File: config.mk
export PLATFORM = sky130hd
export DESIGN_NAME = tbt_top
export DESIGN_NICKNAME = d
export VERILOG_FILES = /design/src/pkg/tbt_pkg.sv /design/src/pkg/tbt_tick_if.sv /design/src/verilog/tbt_timing.sv /design/src/verilog/tbt_top.sv
export SDC_FILE = /design/constraint.sdc
export NUM_CORES = 1
export LEC_CHECK = 0
export ABC_AREA = 1
export BUFFER_PORTS_ARGS = -buffer_cell sky130_fd_sc_hd__buf_2
export CAP_MARGIN = 20
export CORE_MARGIN = 2
export CORE_UTILIZATION = 65
export CTS_BUF_LIST = sky130_fd_sc_hd__clkbuf_2
export CTS_CLUSTER_SIZE = 24
export DETAILED_ROUTE_END_ITERATION = 7
export PLACE_DENSITY = 0.84
export SLEW_MARGIN = 20
export SYNTH_ARGS = -nofsm -noshare
export SYNTH_HDL_FRONTEND = slang
export SYNTH_SLANG_ARGS = --single-unit
File: constraint.sdc
create_clock -name clk -period 14.38 [get_ports clk]
set_clock_uncertainty 0.15 [all_clocks]
set_input_delay 2.157 -clock clk [delete_from_list [all_inputs] [get_ports clk]]
set_output_delay 2.157 -clock clk [all_outputs]
set_load 0.01 [all_outputs]
File: src/pkg/tbt_pkg.sv
// Constants, register map and state types for the tape block sequencer
package tbt_pkg;
  localparam int WORD_W = 12;
  localparam logic [11:0] ALL_ONES = 12'hFFF;
  localparam logic [11:0] ZERO_W = 12'h000;

  // Wishbone byte offsets
  localparam logic [7:0] REG_CMD = 8'h00;
  localparam logic [7:0] REG_BLOCK = 8'h04;
  localparam logic [7:0] REG_SETUP = 8'h08;
  localparam logic [7:0] REG_FIELD = 8'h0C;
  localparam logic [7:0] REG_STATUS = 8'h10;
  localparam logic [7:0] REG_MARKWIN = 8'h14;
  localparam logic [7:0] REG_ADDR = 8'h18;

  // Operation codes in the low bits of the instruction register
  localparam logic [2:0] OP_MOVE = 3'h0;
  localparam logic [2:0] OP_READ = 3'h1;
  localparam logic [2:0] OP_READ_VFY = 3'h2;
  localparam logic [2:0] OP_WRITE = 3'h3;
  localparam logic [2:0] OP_WRITE_VFY = 3'h4;
  localparam logic [2:0] OP_VERIFY = 3'h5;

  // Word bits are numbered from the right: bit n sits at [n]
  localparam int B_GROUP = 0;
  localparam int B_TAC_SEL = 2;
  localparam int B_TAC_DIR = 11;
  localparam int B_QN_SEL = 2;
  localparam int B_IN0 = 8;
  localparam int B_IN1 = 4;
  localparam int B_IN2 = 0;
  localparam int B_OUT0 = 11;
  localparam int B_OUT1 = 7;
  localparam int B_OUT2 = 3;

  // Field register layout
  localparam int F_TIF = 0;
  localparam int F_TDF = 5;
  localparam int F_GP = 10;
  localparam int F_EXT = 16;
  localparam int F_NOPAUSE = 17;
  localparam int F_MARK = 18;
  localparam int FLD_W = 19;

  // Status register layout
  localparam int S_STATE = 0;
  localparam int S_PROG = 3;
  localparam int S_BRK = 4;
  localparam int S_GEQ = 5;
  localparam int S_FWD = 6;
  localparam int S_WCYC = 7;
  localparam int S_GCNT = 8;
  localparam int S_TAC = 16;

  // Mark track codes, six lines wide
  localparam int MK_W = 6;
  localparam logic [5:0] MK_BM = 6'h15;
  localparam logic [5:0] MK_DM = 6'h0D;
  localparam logic [5:0] MK_FM = 6'h2B;
  localparam logic [5:0] MK_CM = 6'h33;

  // Line counter values
  localparam logic [1:0] LC_SET = 2'h3;
  localparam logic [1:0] LC_BRK = 2'h2;
  localparam logic [1:0] LC_LOAD = 2'h0;

  typedef enum logic [2:0] {
    ST_IDLE, ST_SEARCH, ST_BLOCK, ST_CHECK_WORD
  } tbt_state_e;
endpackage : tbt_pkg

File: src/pkg/tbt_tick_if.sv
// Tape line pulses and sampled tracks passed from timing to sequencer
`timescale 1ns/1ns
`default_nettype none
interface tbt_tick_if;
  logic [4:0] tp;
  logic [2:0] data;
  logic       mark_bit;
  logic       wave;
  logic       fmt_step;
  logic       mark_en;
  modport gen (output tp, output data, output mark_bit,
               output wave, output fmt_step, input mark_en);
  modport use_side (input tp, input data, input mark_bit,
                    input wave, input fmt_step, output mark_en);
endinterface : tbt_tick_if
`default_nettype wire

File: src/verilog/tbt_timing.sv
// Tape pin synchronisers, line pulse sequencer and format clock divider
`timescale 1ns/1ns
`default_nettype none
module tbt_timing (
  input  wire logic       clk,
  input  wire logic       reset,
  input  wire logic       timing_track_i,
  input  wire logic       mark_track_i,
  input  wire logic [2:0] data_track_i,
  input  wire logic       mark_clk_i,
  tbt_tick_if.gen         tk
);
  typedef struct packed {
    logic [5:0] s1;
    logic [5:0] s2;
    logic       tt_prev;
    logic       mc_prev;
    logic [4:0] tp;
    logic       tc_lo;
    logic       tc_hi;
    logic       step;
  } tbt_tim_s;

  tbt_tim_s q;
  tbt_tim_s n;

  // Pulses 0 and 3 come from the timing track edges, the rest follow
  always_comb begin
    n = q;
    n.s1 = {mark_clk_i, mark_track_i, data_track_i, timing_track_i};
    n.s2 = q.s1;
    n.tt_prev = q.s2[0];
    n.mc_prev = q.s2[5];
    n.tp[0] = q.s2[0] & ~q.tt_prev;
    n.tp[1] = q.tp[0];
    n.tp[2] = q.tp[1];
    n.tp[3] = ~q.s2[0] & q.tt_prev;
    n.tp[4] = q.tp[3];
    n.step = 1'b0;
    // Two time counters halve and quarter the format clock
    if (tk.mark_en) begin
      if (q.s2[5] && !q.mc_prev) begin
        n.tc_lo = ~q.tc_lo;
        if (q.tc_lo) begin
          n.tc_hi = ~q.tc_hi;
          n.step = 1'b1;
        end
      end
    end else begin
      n.tc_lo = 1'b0;
      n.tc_hi = 1'b0;
    end
  end

  always_ff @(posedge clk or posedge reset) begin
    if (reset) begin
      q <= '0;
    end else begin
      q <= n;
    end
  end

  assign tk.tp = q.tp;
  assign tk.data = q.s2[3:1];
  assign tk.mark_bit = q.s2[4];
  assign tk.wave = q.tc_lo; // Square wave at half the format clock
  assign tk.fmt_step = q.step;
endmodule : tbt_timing
`default_nettype wire

File: src/verilog/tbt_top.sv
// Tape block transfer sequencer with Wishbone register slave
`timescale 1ns/1ns
`default_nettype none
module tbt_top (
  input  wire logic        clk,
  input  wire logic        reset,
  input  wire logic        wb_cyc_i,
  input  wire logic        wb_stb_i,
  input  wire logic        wb_we_i,
  input  wire logic [7:0]  wb_adr_i,
  input  wire logic [3:0]  wb_sel_i,
  input  wire logic [31:0] wb_dat_i,
  output logic      [31:0] wb_dat_o,
  output logic             wb_ack_o,
  input  wire logic        timing_track_i,
  input  wire logic        mark_track_i,
  input  wire logic [2:0]  data_track_i,
  input  wire logic        mark_clk_i,
  output logic             write_en_o,
  output logic      [2:0]  write_data_o,
  output logic             mark_write_o,
  output logic             timing_track_wave_o,
  output logic             tape_fwd_o,
  output logic             tape_motion_o,
  output logic             break_request_o,
  input  wire logic        brk_tp1_i,
  input  wire logic        brk_tp2_i,
  input  wire logic        brk_tp3_i,
  output logic      [11:0] mem_addr_o,
  output logic      [2:0]  mem_field_o,
  output logic      [11:0] mem_wdata_o,
  input  wire logic [11:0] mem_rdata_i,
  output logic             ac_load_o,
  output logic      [11:0] ac_data_o
);
  typedef struct packed {
    tbt_pkg::tbt_state_e st;
    logic        progress;
    logic        wcyc;
    logic        wsync;
    logic        wr;
    logic        rd_wait;
    logic        pend;
    logic        pend_cm;
    logic        fsel;
    logic        fwd;
    logic        brk;
    logic        ac_load;
    logic        geq;
    logic        ack;
    logic        mark_w;
    logic        lc_done;
    logic [11:0] read_write_shift_reg;
    logic [11:0] tb;
    logic [11:0] tape_accumulator;
    logic [11:0] tape_mem_address;
    logic [11:0] blk;
    logic [11:0] setup;
    logic [11:0] tape_instr_reg;
    logic [11:0] ac_data;
    logic [11:0] mem_addr;
    logic [11:0] mem_wdata;
    logic [2:0]  tf;
    logic [2:0]  gcnt;
    logic [2:0]  run_start;
    logic [2:0]  wdata;
    logic [tbt_pkg::FLD_W-1:0] fld;
    logic [1:0]  lc;
    logic [tbt_pkg::MK_W-1:0] win;
    logic [3:0]  mk;
    logic [3:0]  fwin;
    logic [31:0] rdat;
  } tbt_top_s;

  tbt_top_s q;
  tbt_top_s n;
  tbt_tick_if tk ();

  // Merge a bus write into a register on its byte lanes
  function automatic logic [31:0] merge(input logic [31:0] old,
                                        input logic [31:0] dat,
                                        input logic [3:0]  sel);
    logic [31:0] m;
    m = '0;
    for (int i = 0; i < 4; i++) begin
      m[i*8 +: 8] = {8{sel[i]}};
    end
    merge = (old & ~m) | (dat & m);
  endfunction : merge

  // Twelve-bit ones-complement add with end-around carry
  function automatic logic [11:0] oc_add(input logic [11:0] a,
                                         input logic [11:0] b);
    logic [12:0] s;
    s = {1'b0, a} + {1'b0, b};
    oc_add = s[11:0] + {11'h000, s[12]};
  endfunction : oc_add

  tbt_timing u_timing (
    .clk            (clk),
    .reset          (reset),
    .timing_track_i (timing_track_i),
    .mark_track_i   (mark_track_i),
    .data_track_i   (data_track_i),
    .mark_clk_i     (mark_clk_i),
    .tk             (tk.gen)
  );

  logic [2:0]  op;
  logic        grp;
  logic        bm, dm, fm, cm;
  logic        good;
  logic [11:0] want;
  logic [31:0] status;
  logic [5:0]  win_nx;
  logic        brk_due;

  assign op = q.tape_instr_reg[2:0];
  assign grp = q.tape_instr_reg[tbt_pkg::B_GROUP];
  assign {bm, dm, fm, cm} = q.mk;
  assign good = (q.tape_accumulator == tbt_pkg::ALL_ONES);
  assign want = q.blk + {9'h000, q.gcnt}; // Group blocks run consecutively
  assign win_nx = {q.win[tbt_pkg::MK_W-2:0], tk.mark_bit};
  assign tk.mark_en = q.fld[tbt_pkg::F_MARK];
  // One fetch per word: only the first count after a mark asks for it
  assign brk_due = !bm && !dm && !fm && !q.lc_done &&
                   2'(q.lc - 2'h1) == tbt_pkg::LC_BRK;

  always_comb begin
    status = '0;
    status[tbt_pkg::S_STATE +: 3] = q.st;
    status[tbt_pkg::S_PROG] = q.progress;
    status[tbt_pkg::S_BRK] = q.brk;
    status[tbt_pkg::S_GEQ] = q.geq;
    status[tbt_pkg::S_FWD] = q.fwd;
    status[tbt_pkg::S_WCYC] = q.wcyc;
    status[tbt_pkg::S_GCNT +: 3] = q.gcnt;
    status[tbt_pkg::S_TAC +: 12] = q.tape_accumulator;
  end

  always_comb begin
    n = q;
    n.ack = 1'b0;
    n.ac_load = 1'b0;

    // Register slave; acks one cycle after the strobe, then drops
    if (wb_cyc_i && wb_stb_i && !q.ack) begin
      n.ack = 1'b1;
      n.rdat = '0;
      unique case (wb_adr_i)
        tbt_pkg::REG_CMD: begin
          n.rdat = {20'h00000, q.tape_instr_reg};
          if (wb_we_i) begin
            n.tape_instr_reg = 12'(merge({20'h00000, q.tape_instr_reg}, wb_dat_i, wb_sel_i));
            // Starting an instruction restarts the sequencer
            n.progress = 1'b1;
            n.st = tbt_pkg::ST_SEARCH;
            n.tape_accumulator = q.blk;
            n.gcnt = 3'h0;
            n.run_start = 3'h0;
            n.brk = 1'b0;
            n.wsync = 1'b0;
            n.wr = 1'b0;
            n.rd_wait = 1'b0;
            n.pend = 1'b0;
            n.fwd = 1'b1;
            n.wcyc = (n.tape_instr_reg[2:0] == tbt_pkg::OP_WRITE) ||
                     (n.tape_instr_reg[2:0] == tbt_pkg::OP_WRITE_VFY);
          end
        end
        tbt_pkg::REG_BLOCK: begin
          n.rdat = {20'h00000, q.blk};
          if (wb_we_i) begin
            n.blk = 12'(merge({20'h00000, q.blk}, wb_dat_i, wb_sel_i));
          end
        end
        tbt_pkg::REG_SETUP: begin
          n.rdat = {20'h00000, q.setup};
          if (wb_we_i) begin
            n.setup = 12'(merge({20'h00000, q.setup}, wb_dat_i,
                                wb_sel_i));
          end
        end
        tbt_pkg::REG_FIELD: begin
          n.rdat = {13'h0000, q.fld};
          if (wb_we_i) begin
            n.fld = tbt_pkg::FLD_W'(merge({13'h0000, q.fld}, wb_dat_i,
                                          wb_sel_i));
          end
        end
        tbt_pkg::REG_STATUS: n.rdat = status;
        tbt_pkg::REG_MARKWIN: begin
          n.rdat = {28'h0000000, q.fwin};
          if (wb_we_i && wb_sel_i[0]) begin
            n.fwin = wb_dat_i[3:0];
          end
        end
        tbt_pkg::REG_ADDR: n.rdat = {17'h00000, q.tf, q.tape_mem_address};
        default: n.rdat = '0; // Unmapped reads zero, writes ignored
      endcase
    end

    // Format mode: window shifts out one mark line per wave period
    if (tk.fmt_step) begin
      n.mark_w = q.fwin[3];
      n.fwin = {q.fwin[2:0], 1'b0};
    end

    // Pulse 3: decode mark, shift data in or write a line out
    if (tk.tp[3]) begin
      n.win = win_nx;
      n.mk = {win_nx == tbt_pkg::MK_BM, win_nx == tbt_pkg::MK_DM,
              win_nx == tbt_pkg::MK_FM, win_nx == tbt_pkg::MK_CM};
      if (q.wr) begin
        // Check word is written in true form, data inverted
        n.wdata = {q.read_write_shift_reg[tbt_pkg::B_OUT0], q.read_write_shift_reg[tbt_pkg::B_OUT1],
                   q.read_write_shift_reg[tbt_pkg::B_OUT2]} ^
                  {3{q.st != tbt_pkg::ST_CHECK_WORD}};
        n.read_write_shift_reg = {q.read_write_shift_reg[10:0], 1'b0};
      end else begin
        n.read_write_shift_reg = {q.read_write_shift_reg[10:0], 1'b0};
        n.read_write_shift_reg[tbt_pkg::B_IN0] = tk.data[2];
        n.read_write_shift_reg[tbt_pkg::B_IN1] = tk.data[1];
        n.read_write_shift_reg[tbt_pkg::B_IN2] = tk.data[0];
      end
      if (q.wsync && q.wcyc) begin
        n.wr = 1'b1;
      end
    end

    // Pulse 4: buffer words, load address, pace write fetches
    if (tk.tp[4]) begin
      if (q.st == tbt_pkg::ST_SEARCH && bm) begin
        n.tape_mem_address = q.fld[tbt_pkg::F_EXT] ? q.setup :
                {(q.fsel ? q.fld[tbt_pkg::F_TDF +: 2]
                         : q.fld[tbt_pkg::F_TIF +: 2]),
                 q.fld[tbt_pkg::F_GP +: 2], 8'h00};
      end
      if (q.st == tbt_pkg::ST_BLOCK && !q.wcyc && (dm || fm || cm)) begin
        n.tb = q.read_write_shift_reg;
        n.pend = 1'b1;
        n.pend_cm = cm;
      end
      if (q.st == tbt_pkg::ST_BLOCK && q.wcyc) begin
        if (bm || dm) begin
          n.lc = tbt_pkg::LC_SET;
          n.lc_done = 1'b0;
        end else if (!q.lc_done && q.lc != tbt_pkg::LC_LOAD) begin
          n.lc = 2'(q.lc - 2'h1);
        end
        if (brk_due) begin
          n.brk = 1'b1;
        end
      end
      if (q.st == tbt_pkg::ST_CHECK_WORD && q.wcyc && cm) begin
        n.wsync = 1'b0;
        n.wr = 1'b0;
        if (op == tbt_pkg::OP_WRITE) begin
          n.wcyc = 1'b0;
          n.progress = 1'b0;
          n.st = tbt_pkg::ST_IDLE;
        end else if (grp && !q.geq) begin
          n.gcnt = 3'(q.gcnt + 3'h1);
          n.st = tbt_pkg::ST_SEARCH;
        end else begin
          n.wcyc = 1'b0;
          n.gcnt = q.run_start;
          n.st = tbt_pkg::ST_SEARCH;
        end
      end
      if (q.st == tbt_pkg::ST_CHECK_WORD && !q.wcyc && !q.rd_wait) begin
        unique case (op)
          tbt_pkg::OP_READ: begin
            if (good) begin
              n.progress = 1'b0;
              n.st = tbt_pkg::ST_IDLE;
            end else begin
              n.rd_wait = 1'b1;
            end
          end
          tbt_pkg::OP_VERIFY: begin
            n.progress = 1'b0;
            n.st = tbt_pkg::ST_IDLE;
          end
          tbt_pkg::OP_READ_VFY, tbt_pkg::OP_WRITE_VFY: begin
            if (!good) begin
              n.st = tbt_pkg::ST_SEARCH;
              if (op == tbt_pkg::OP_WRITE_VFY) begin
                n.wcyc = 1'b1;
                n.run_start = q.gcnt;
              end
            end else if (grp && !q.geq) begin
              n.gcnt = 3'(q.gcnt + 3'h1);
              n.st = tbt_pkg::ST_SEARCH;
            end else begin
              n.progress = 1'b0;
              n.st = tbt_pkg::ST_IDLE;
            end
          end
          default: begin
            n.progress = 1'b0;
            n.st = tbt_pkg::ST_IDLE;
          end
        endcase
      end
    end

    // Pulse 0: take the block number, sum words, load write words
    if (tk.tp[0]) begin
      if (q.st == tbt_pkg::ST_SEARCH && bm) begin
        n.tb = q.read_write_shift_reg;
      end
      if (q.pend) begin
        n.tape_accumulator = oc_add(q.tape_accumulator, q.tb);
        n.pend = 1'b0;
        if (op == tbt_pkg::OP_READ || op == tbt_pkg::OP_READ_VFY) begin
          if (!q.pend_cm) begin
            n.brk = 1'b1;
          end
        end
      end
      if (q.st == tbt_pkg::ST_BLOCK && q.wcyc) begin
        if (fm) begin
          n.tb = q.tape_accumulator;
          n.read_write_shift_reg = q.tape_accumulator;
        end else if (q.lc == tbt_pkg::LC_LOAD && !q.lc_done) begin
          n.tape_accumulator = oc_add(q.tape_accumulator, q.tb);
          n.read_write_shift_reg = q.tb;
          n.lc_done = 1'b1; // Load each fetched word only once
        end
      end
    end

    // Pulse 1: compare block numbers, pick field, start write sync
    if (tk.tp[1]) begin
      if (q.st == tbt_pkg::ST_SEARCH && bm) begin
        n.tape_accumulator = oc_add(q.tape_accumulator, q.tb);
        n.fsel = grp ? q.tape_accumulator[tbt_pkg::B_TAC_SEL]
                     : q.fld[tbt_pkg::F_GP + tbt_pkg::B_QN_SEL];
        if (!q.fld[tbt_pkg::F_EXT]) begin
          n.tf = n.fsel ? q.fld[tbt_pkg::F_TDF + 2 +: 3]
                        : q.fld[tbt_pkg::F_TIF + 2 +: 3];
        end
      end
      if (q.st == tbt_pkg::ST_BLOCK && cm && !q.wcyc &&
          !q.fld[tbt_pkg::F_NOPAUSE]) begin
        n.ac_load = 1'b1;
        n.ac_data = q.tape_accumulator;
      end
      if (q.st == tbt_pkg::ST_BLOCK && q.wcyc && !q.wsync) begin
        n.wsync = 1'b1;
      end
    end

    // Pulse 2: decide the search and enter the check word
    if (tk.tp[2]) begin
      if (q.st == tbt_pkg::ST_SEARCH && bm) begin
        if (op == tbt_pkg::OP_MOVE) begin
          n.progress = 1'b0;
          n.st = tbt_pkg::ST_IDLE;
          if (!q.fld[tbt_pkg::F_NOPAUSE]) begin
            n.ac_load = 1'b1;
            n.ac_data = q.tape_accumulator;
          end
        end else if (good && q.fwd) begin
          n.st = tbt_pkg::ST_BLOCK;
          n.tape_accumulator = tbt_pkg::ZERO_W;
          n.lc = tbt_pkg::LC_SET;
          n.lc_done = 1'b0;
        end else begin
          n.fwd = ~q.tape_accumulator[tbt_pkg::B_TAC_DIR];
          n.tape_accumulator = want;
        end
      end
      if (q.st == tbt_pkg::ST_BLOCK && ((cm && !q.wcyc) ||
          (fm && q.wcyc))) begin
        n.st = tbt_pkg::ST_CHECK_WORD;
      end
      if (q.rd_wait && cm) begin
        n.rd_wait = 1'b0;
        n.progress = 1'b0;
        n.st = tbt_pkg::ST_IDLE;
      end
    end

    // Break cycle run by the processor on its own pulses
    if (brk_tp1_i) begin
      n.mem_addr = q.tape_mem_address;
    end
    if (brk_tp2_i) begin
      n.tape_mem_address = 12'(q.tape_mem_address + 12'h001);
      n.brk = 1'b0;
    end
    if (brk_tp3_i) begin
      if (q.wcyc) begin
        n.tb = mem_rdata_i;
      end else begin
        n.mem_wdata = q.tb;
      end
    end
    // A fresh request in the clearing cycle must not be lost
    if ((tk.tp[0] && q.pend && !q.pend_cm &&
         (op == tbt_pkg::OP_READ || op == tbt_pkg::OP_READ_VFY)) ||
        (tk.tp[4] && q.st == tbt_pkg::ST_BLOCK && q.wcyc && brk_due)) begin
      n.brk = 1'b1;
    end

    // Entering search reloads the wanted number for this block
    if (n.st == tbt_pkg::ST_SEARCH && q.st != tbt_pkg::ST_SEARCH &&
        q.progress && n.progress) begin
      n.tape_accumulator = q.blk + {9'h000, n.gcnt};
    end
    n.geq = (n.gcnt == q.fld[tbt_pkg::F_GP +: 3]);
    if (!n.wcyc) begin
      n.wsync = 1'b0;
      n.wr = 1'b0;
    end
  end

  always_ff @(posedge clk or posedge reset) begin
    if (reset) begin
      q <= '0;
    end else begin
      q <= n;
    end
  end

  // Outputs straight from state flops
  assign wb_dat_o = q.rdat;
  assign wb_ack_o = q.ack;
  assign write_en_o = q.wr;
  assign write_data_o = q.wdata;
  assign mark_write_o = q.mark_w;
  assign timing_track_wave_o = tk.wave;
  assign tape_fwd_o = q.fwd;
  assign tape_motion_o = q.progress;
  assign break_request_o = q.brk;
  assign mem_addr_o = q.mem_addr;
  assign mem_field_o = q.tf;
  assign mem_wdata_o = q.mem_wdata;
  assign ac_load_o = q.ac_load;
  assign ac_data_o = q.ac_data;
endmodule : tbt_top
`default_nettype wire

# --- Word-level counts from Yosys, hierarchy flattened ---
# Index checks and enable logic that the tools add are counted.
classes:
  addsub: 7
  n_mul: 0
  div_mod_pow: 0
  order_cmp: 0
  eq_ne: 27
  shift: 0
  n_mux: 138
  n_bitwise: 20
  n_reduce_logical: 79
ops:
  columns: ["op", "count"]
  rows:
  - ["$mux 12", 31]
  - ["$pmux 28 s7", 1]
  - ["$mux 37", 2]
  - ["$mux 1", 53]
  - ["$and 19x19->19", 2]
  - ["$logic_and 1x1->1", 38]
  - ["$and 12x12->12", 3]
  - ["$mux 3", 12]
  - ["$mux 36", 1]
  - ["$mux 6", 6]
  - ["$mux 9", 4]
  - ["$or 12x12->12", 3]
  - ["$mux 2", 16]
  - ["$mux 4", 7]
  - ["$add 12x3->12", 2]
  - ["$eq 8x5->1 const B", 3]
  - ["$not 19->19", 1]
  - ["$or 19x19->19", 1]
  - ["$reduce_and 3->1", 6]
  - ["$eq 8x4->1 const B", 2]
  - ["$eq 3x2->1 const B", 5]
  - ["$add 12x12->13", 1]
  - ["$mux 13", 1]
  - ["$add 12x1->12", 1]
  - ["30 further kinds", 69]
totals:
  ff_bits: 238
  latchBits: 0
  ram_bits: 0
  romBits: 0
  input_bits: 70
  out_inout_bits: 82
  elab_cells: 315
  memories: 0

# --- Longest topological paths before layout ---
# Gate-level depths: netlist (run 1).
logic_depth:
  word_depth: 27
  depth_mapped: 24

# --- Hierarchy ---
# From an unflattened synthesis (run 1), not the netlist that was laid out.
unflattened:
  hier_cells: 1653
  hier_area_um2: 13038.8
modules_own_cells:
  columns: ["module", "n_inst", "cells_per_inst", "area_each_um2", "seq_area_each_um2"]
  rows:
  - ["tbt_top", 1, 1611, 12394.4, 5305.1]
  - ["tbt_timing", 1, 42, 644.4, 525.5]

# --- Worst setup path after synthesis (run 1) ---
# OpenSTA, ideal clock, no wires.
synth_path:
  kind: "input to register"
  from: "input port wb_cyc_i"
  to: "register q[173] (netlist name)"
  arrival_time_ps: 4389
  required_ps: 14114
  slack_ps: 9725
  path_stages: 19
  path_buffers: 0
  path_cell_list: "nand2_1 -> nor2_4 -> nand2_2 -> inv_1 -> nand2_4 -> nand2_1 -> nand2_1 -> o2111ai_1 -> o21ai_0 -> ha_1 -> inv_1 -> fa_1 -> nor2_1 -> o21ai_0 -> nor3_1 -> nand2_1 -> xor2_1 -> nand2_1 -> nand2_1"
synth_lines:
  columns: ["item", "line_no", "source"]
  rows:
  - ["start: declaration", "tbt_top.sv:7", "input wire logic wb_cyc_i,"]
  - ["end signal: assignment", "tbt_top.sv:424", "q <= n;"]
  - ["end: declaration", "tbt_top.sv:75", "tbt_top_s q;"]

==> reports/metrics.cfg, run 1 <==
[job]
maxCapViolCount=0

[final_layout]
nets=1854
ff_latch_area_um2=5830
synthToLayoutAreaGrowth_pct=6.00
final_area_um2=13800
instances_no_fill=2056
multi_input_area_um2=5640
fillCellCount=1643
layout-drive-gt1-share=0.146

[floorplanning]
die_w_um=145
io_pins=152
core-area_um2=19500
die-area_um2=21200
die_h_um=145
num_rows=51
initial_core_util=0.666

[cts]
cts_sinks=233
numCtsBuffers=58
cts_setup_buffers=0
clk_pin_slew_ns=0.09
cts_buffer_depth=3
cts-root-buf=clkbuf_2
cts_tree=done
post_cts_resized=0
clk_latency_ns=0.87
cts_hold_buf=0
htree_num_levels=2

[critical_path]
crit_start=wb_stb_i
critical_path_required_ns=14.96
critical_path.max_fanout=28
end_kind=flip-flop
start_kind=input port
path_class=in -> reg
rr_startpoint=wb_ack_o
crit_arrival_ns=5.53

[grt]
grt_pass1_vias=11221
grt_max_degree=92
grt_remaining_overflow=0
grtUsageTotal=0.336
antenna_found_initial=1
grt_pass1_wl_um=57300

[status]
status=completed

[logic_synthesis]
synth_edf_count=0
synth_seq_cells=233
async_flop_share=1.00
seq_area_frac_synth=0.448
avgSynthCellArea_um2=7.74
synth_cell_types=58
yosysWarnings=0
synth_area_um2=13000
synthFlopType=dfrtp_1
synthCells=1679

[routing]
dr_total_vias=11892
post_drt_wl_per_cell_um=17.5
drt_iter0_drc=1286
final_antenna_net_count=0
wirelength_um=35900
drtPass1Iterations=6
route.detailed.drc=0
routed_via_density=5.78

[placement]
port_buffers=133
dp.cells=1962
place_congestion=0.951
place_area_um2=13300
dp_hpwl_um=26700

[timing]
drv_slew=0
relSlewSlack=0.257
min_period_over_period=0.344
worst_slew_pin_slew_ns=1.11
rsz0062_at_grt=false
max_freq_ghz=0.202
setup-tns-final_ns=0
finalSetupViolCount=0
fin_crit_ns=4.95
final-hold-violation-count=0

[power_and_ir_drop]
power_density_nw_per_um2=113
p_leak_nw=7.16
ir_drop_uv=61.6

[worst_hold_path]
worstHoldPathType=reg -> reg
hp-start=u_timing.n[12]

[synthesized netlist by cell type (5+ instances only)]
master     number  area (um^2)
nand2_1       416         1560
dfrtp_1       233         5830
inv_1         206          773
o21ai_0       174          871
nor2_1        134          503
a21oi_1        92          460
buf_4          74          556
nand3_1        64          320
clkbuf_1       39          146
ha_1           24          300
o22ai_1        24          150
xor2_1         22          193
o211ai_1       18          135
nand4_1        16          100
nor3_1         12         60.1
a22oi_1        10         75.1
a221oi_1        7         61.3
inv_2           7         26.3
nor2_4          7         78.8
o2111ai_1       7         61.3
o21ai_1         6         30.0
o221ai_1        6         52.6
o22a_1          6         52.6
buf_2           5         25.0
nand2_2         5         31.3
nor2_2          5         31.3
o31ai_1         5         37.5
[area by class of cell]
type                    count  share of cell area
flip-flops and latches    233               0.423
multi-input cells        1113               0.409
inverters                 215              0.0592
repair buffers            136              0.0499
clock buffers              81              0.0294
well taps                 265              0.0241
clock inverters            12             0.00527
diodes                      1            0.000182
[routing by layer]
layer / part of all wire / wire (um) / GRT usage
met5: 0 / 0 / 0
met4: 0.036 / 1310 / 0.131
met3: 0.10 / 3700 / 0.0677
met2: 0.45 / 16200 / 0.533
met1: 0.41 / 14700 / 0.461
[cell families (layout without fill, tap and decap cells)]
logic type	Yosys count	count (layout)	synth area share
multiplexers	1	1	0.000866
AND/OR/NAND/NOR	672	672	0.216
buffers and inverters	336	444	0.120
flip-flops	233	233	0.448
XOR/XNOR	26	26	0.0175
other	1	5	0.000288
adder cells (fa/ha/maj)	27	27	0.0277
AO/OA/AOI/OAI	383	383	0.170
[where the power goes]
group	internal [mW]	leakage, nW	switching (mW)
clock	0.166	0.370	0.264
sequential	0.701	2.97	0.0590
combinational	0.126	3.83	0.246
total	0.993	7.16	0.569
[critical path, cell delays in order]
cell      delay [ns]
buf_2           0.08
nand2_1         0.07
nor2_4          0.47
nand2_2         0.17
inv_1           0.14
nand2_4         0.22
nand2_1         0.15
a21oi_1         0.07
nand3_1         0.08
o21ai_0         0.22
ha_1            0.40
inv_1           0.06
o21bai_1        0.24
nand2_1         0.12
nor2_1          0.18
nand3_1         0.14
nor2_1          0.16
nand2_1         0.08
xor2_1          0.14
nor2_1          0.10
a21oi_1         0.05
[worst paths after layout]
path	to	slack (ns)	cells after the start
worst max-delay path	q[174]	9.43	21
worst min-delay path	u_timing.tk.data[1]	0.20	0
worst max register to register	q[174]	10.47	19
worst min register to register	u_timing.tk.data[1]	0.20	0
max in group asynchronous	asynchronous set/reset pin	11.41	3
min in group asynchronous	q[151]	1.24	2
[cells in the final DEF (no fill, tap or decap), types with 10 or more instances in the layout]
cell type	instances
dfrtp_1	233
clkinv_1	11
inv_1	205
o21ai_0	174
nor2_1	134
buf_2	133
nor3_1	12
nand4_1	16
nand3_1	64
a22oi_1	10
clkbuf_2	81
o22ai_1	24
ha_1	24
o211ai_1	18
xor2_1	22
nand2_1	416
a21oi_1	92
[metrics by stage]
| stage | hold slack (ns) | power, mW | utilization | setup WS, ns |
|---|---|---|---|---|
| 2_1_floorplan | 0.181 | 1.03 | - | 5.68 |
| 3_3_place_gp | 0.183 | 1.12 | 0.681 | 8.72 |
| 3_5_place_dp | 0.185 | 1.13 | 0.681 | 8.63 |
| 4_1_cts | 0.200 | 1.56 | 0.705 | 9.51 |
| 5_1_grt | 0.219 | 1.65 | 0.706 | 9.12 |
| 6_report | 0.199 | 1.56 | 0.706 | 9.43 |
Note: power is estimated with default switching activity, not from simulation.
==> run 2, diff against run 1 <==
Settings changed: CORE_UTILIZATION 65 to 55, PLACE_DENSITY 0.84 to 0.75.
Clock period 14.38 ns to 4.3 ns, I/O delays scaled along.
==> run 2 against run 1 <==
  * Register-to-register slack got worse by 9.7 ns
  * Cell count increased by 5.6%
  * Non-clock buffer count increased by 44
  * Cell area increased by 4.3%
  * Routed wire length increased by 1.2%
  * Combinational power increased to 3.4 times the previous value
  * Largest cell class unchanged
==> reports/metrics.cfg, run 2 (synthesized netlist as in run 1, its figures left out) <==
[grt]
grt_remaining_overflow=0  ; unchanged
grt_pass1_wl_um=58400  ; +1.9%
grtUsageTotal=0.300  ; -0.0365
grt_pass1_vias=11270  ; +0.44%
antenna_found_initial=1  ; unchanged
grt_max_degree=158  ; +72%

[cts]
cts_tree=done
cts_setup_buffers=0  ; unchanged
clk_pin_slew_ns=0.12  ; +0.03 ns
numCtsBuffers=61  ; +5.2%
cts-root-buf=clkbuf_2
htree_num_levels=2  ; unchanged
clk_latency_ns=0.87  ; about the same
cts_buffer_depth=3  ; unchanged
cts_sinks=233  ; unchanged

[power_and_ir_drop]
power_mw=5.37  ; +240%
switching_power_mw=1.95  ; +240%
ir_drop_uv=208  ; +240%
switching_share=0.364  ; about the same
p_leak_nw=7.39  ; +3.2%
p_int_mw=3.41  ; +240%
pwr-share-seq=0.472  ; -0.015
pwr-share-clk=0.292  ; +0.016
pwr-share-comb=0.235  ; -0.003
power_density_nw_per_um2=373  ; +230%

[job]
maxCapViolCount=0  ; unchanged

[critical_path]
cp_slowest_cell=dfrtp_1
path_cells=ha_1, nand2_1, nor2_1, nand3_1, nand3_1, a21oi_1, o21bai_1, ha_1, ha_1, inv_1, nor2_1, nand2_1, nor2_1, nand3_1, nor2_1, nand2_1, nand2_1, nand3_1, nand2_1, nand2_1, nand2_1, nand2_1
critical_path_required_ns=4.88  ; -10.08 ns
path_class=reg -> reg
crit_arrival_ns=4.12  ; -1.41 ns
start_kind=flip-flop
r2r_cells=22  ; +3
rr_startpoint=q[170]
rr_endpoint=q[173]
end_kind=flip-flop
rrSetupSlack_ns=0.76  ; -9.71 ns
critical_path.max_fanout=6  ; -79%
cp_slowest_stage_delay_ns=0.54  ; +0.07 ns
crit_top_cell=nand2_1

[routing]
post_drt_wl_per_cell_um=16.7  ; -4.2%
final_antenna_net_count=0  ; unchanged
drtPass1Iterations=6  ; unchanged
drt_iter0_drc=1205  ; -6.3%
wirelength_um=36300  ; +1.2%
dr_total_vias=11773  ; -1.0%
route.detailed.drc=0  ; unchanged
routed_via_density=5.42  ; -6.2%

[final_layout]
synthToLayoutAreaGrowth_pct=10.6
final_common_cell=nand2_1
fillCellCount=2194  ; +34%
layout_common_cells=nand2_1 (416), dfrtp_1 (233), inv_1 (204), o21ai_0 (174), nor2_1 (134)
layout-drive-gt1-share=0.145  ; -0.00104
nets=1901  ; +2.5%

[floorplanning]
initial_core_util=0.557  ; -0.109
num_rows=56  ; +9.8%
die-area_um2=24900  ; +18%
die_h_um=158  ; +8.5%
die_w_um=158  ; +8.5%
io_pins=152  ; unchanged
core-area_um2=23300  ; +19%

[status]
status=completed

[timing]
rsz0062_at_grt=false
max_freq_ghz=0.282
setup-tns-final_ns=0  ; unchanged
finalSetupViolCount=0  ; unchanged
fin_crit_ns=3.54
drv_slew=0  ; unchanged
relSlewSlack=0.297  ; +0.0397
min_period_over_period=0.824
holdWs_ns=0.0540  ; -0.145 ns
worst_slew_pin_slew_ns=1.05  ; -0.0648 ns
fin_ws_ns=0.757  ; -8.68 ns
final-hold-violation-count=0  ; unchanged

[placement]
place_congestion=0.947  ; -0.46%
port_buffers=133  ; unchanged
dp_hpwl_um=26700  ; about the same
dp_slack_ns=0.593  ; -8.04 ns

[worst_hold_path]
hold-path-endpoint=mem_addr_o[9]
hold_depth=2  ; +2
hp-start=brk_tp1_i
worstHoldPathType=in -> reg

==> run 2: cell count changes in the layout (fill, tap and decap cells not counted) <==
cell,delta
clkinv_1,+15
clkinv_2,+6
inv_1,-1
buf_4,+3
clkinvlp_4,+1
buf_12,+1
dlygate4sd3_1,+40
bufinv_16,+1
inv_8,-1
clkbuf_2,-4
==> run 2: per-stage QoR <==
step	cells	cell area [um^2]	util
final	2171	14400	0.616
after global routing	2171	14400	0.616
after CTS	2170	14400	0.616
after detailed placement	2020	13400	0.574
after global placement	2020	13400	0.574
after floorplan	1682	13000	-
==> run 2: how the worst max path moves through the flow <==
stage / startpoint / to / slack, ns / cells past startpoint
after global placement: wb_adr_i[5] / q[174] / 0.64 / 20
after CTS: q[170] / q[173] / 0.77 / 22
final: q[170] / q[173] / 0.76 / 22
after global routing: q[170] / q[173] / 0.23 / 22
after floorplan: reset / asynchronous set/reset pin / 0.46 / 1
after detailed placement: wb_adr_i[7] / q[174] / 0.59 / 20
==> run 2: what timing repair did <==
action	CTS	global route
endpoints found under the setup margin	0	0
hold buffers	40	0
resized for setup	0	0
endpoints found under the hold margin	90	0
==> run 2: layout make-up <==
class | count | area [um^2] | share of cell area
Clock inverter | 33 | 185 | 0.0129
Antenna cell | 1 | 2.50 | 0.000174
Inverter | 215 | 812 | 0.0565
Clock buffer | 77 | 385 | 0.0268
Timing Repair Buffer | 180 | 1130 | 0.0786
Multi-Input combinational cell | 1113 | 5640 | 0.392
Tap cell | 319 | 399 | 0.0278
Sequential cell | 233 | 5830 | 0.405
==> run 2: critical path: cells and delay by family (launching register included) <==
kind                     cells  cell delay [ns]
AO/OA/AOI/OAI                2             0.26
adder cells (fa/ha/maj)      3             0.82
buffers and inverters        1             0.04
flip-flops                   1             0.54
AND/OR/NAND/NOR             16             1.63
==> run 2: layer usage <==
layer | GRT usage | vias up | routed length, um
met1 | 0.392 | 5495 | 15100
met3 | 0.0580 | 95 | 2660
met5 | 0 | - | 0
met2 | 0.485 | 469 | 17100
li1 | - | 5714 | -
met4 | 0.136 | 0 | 1460
==> run 2: power groups by stage <==
stage / sequential (mW) / clock, mW / combinational (mW)
2_1_floorplan: 2.49 / 0 / 0.952
3_3_place_gp: 2.57 / 0 / 1.19
3_5_place_dp: 2.57 / 0 / 1.22
4_1_cts: 2.53 / 1.61 / 1.26
5_1_grt: 2.55 / 1.73 / 1.46
6_report: 2.54 / 1.57 / 1.26
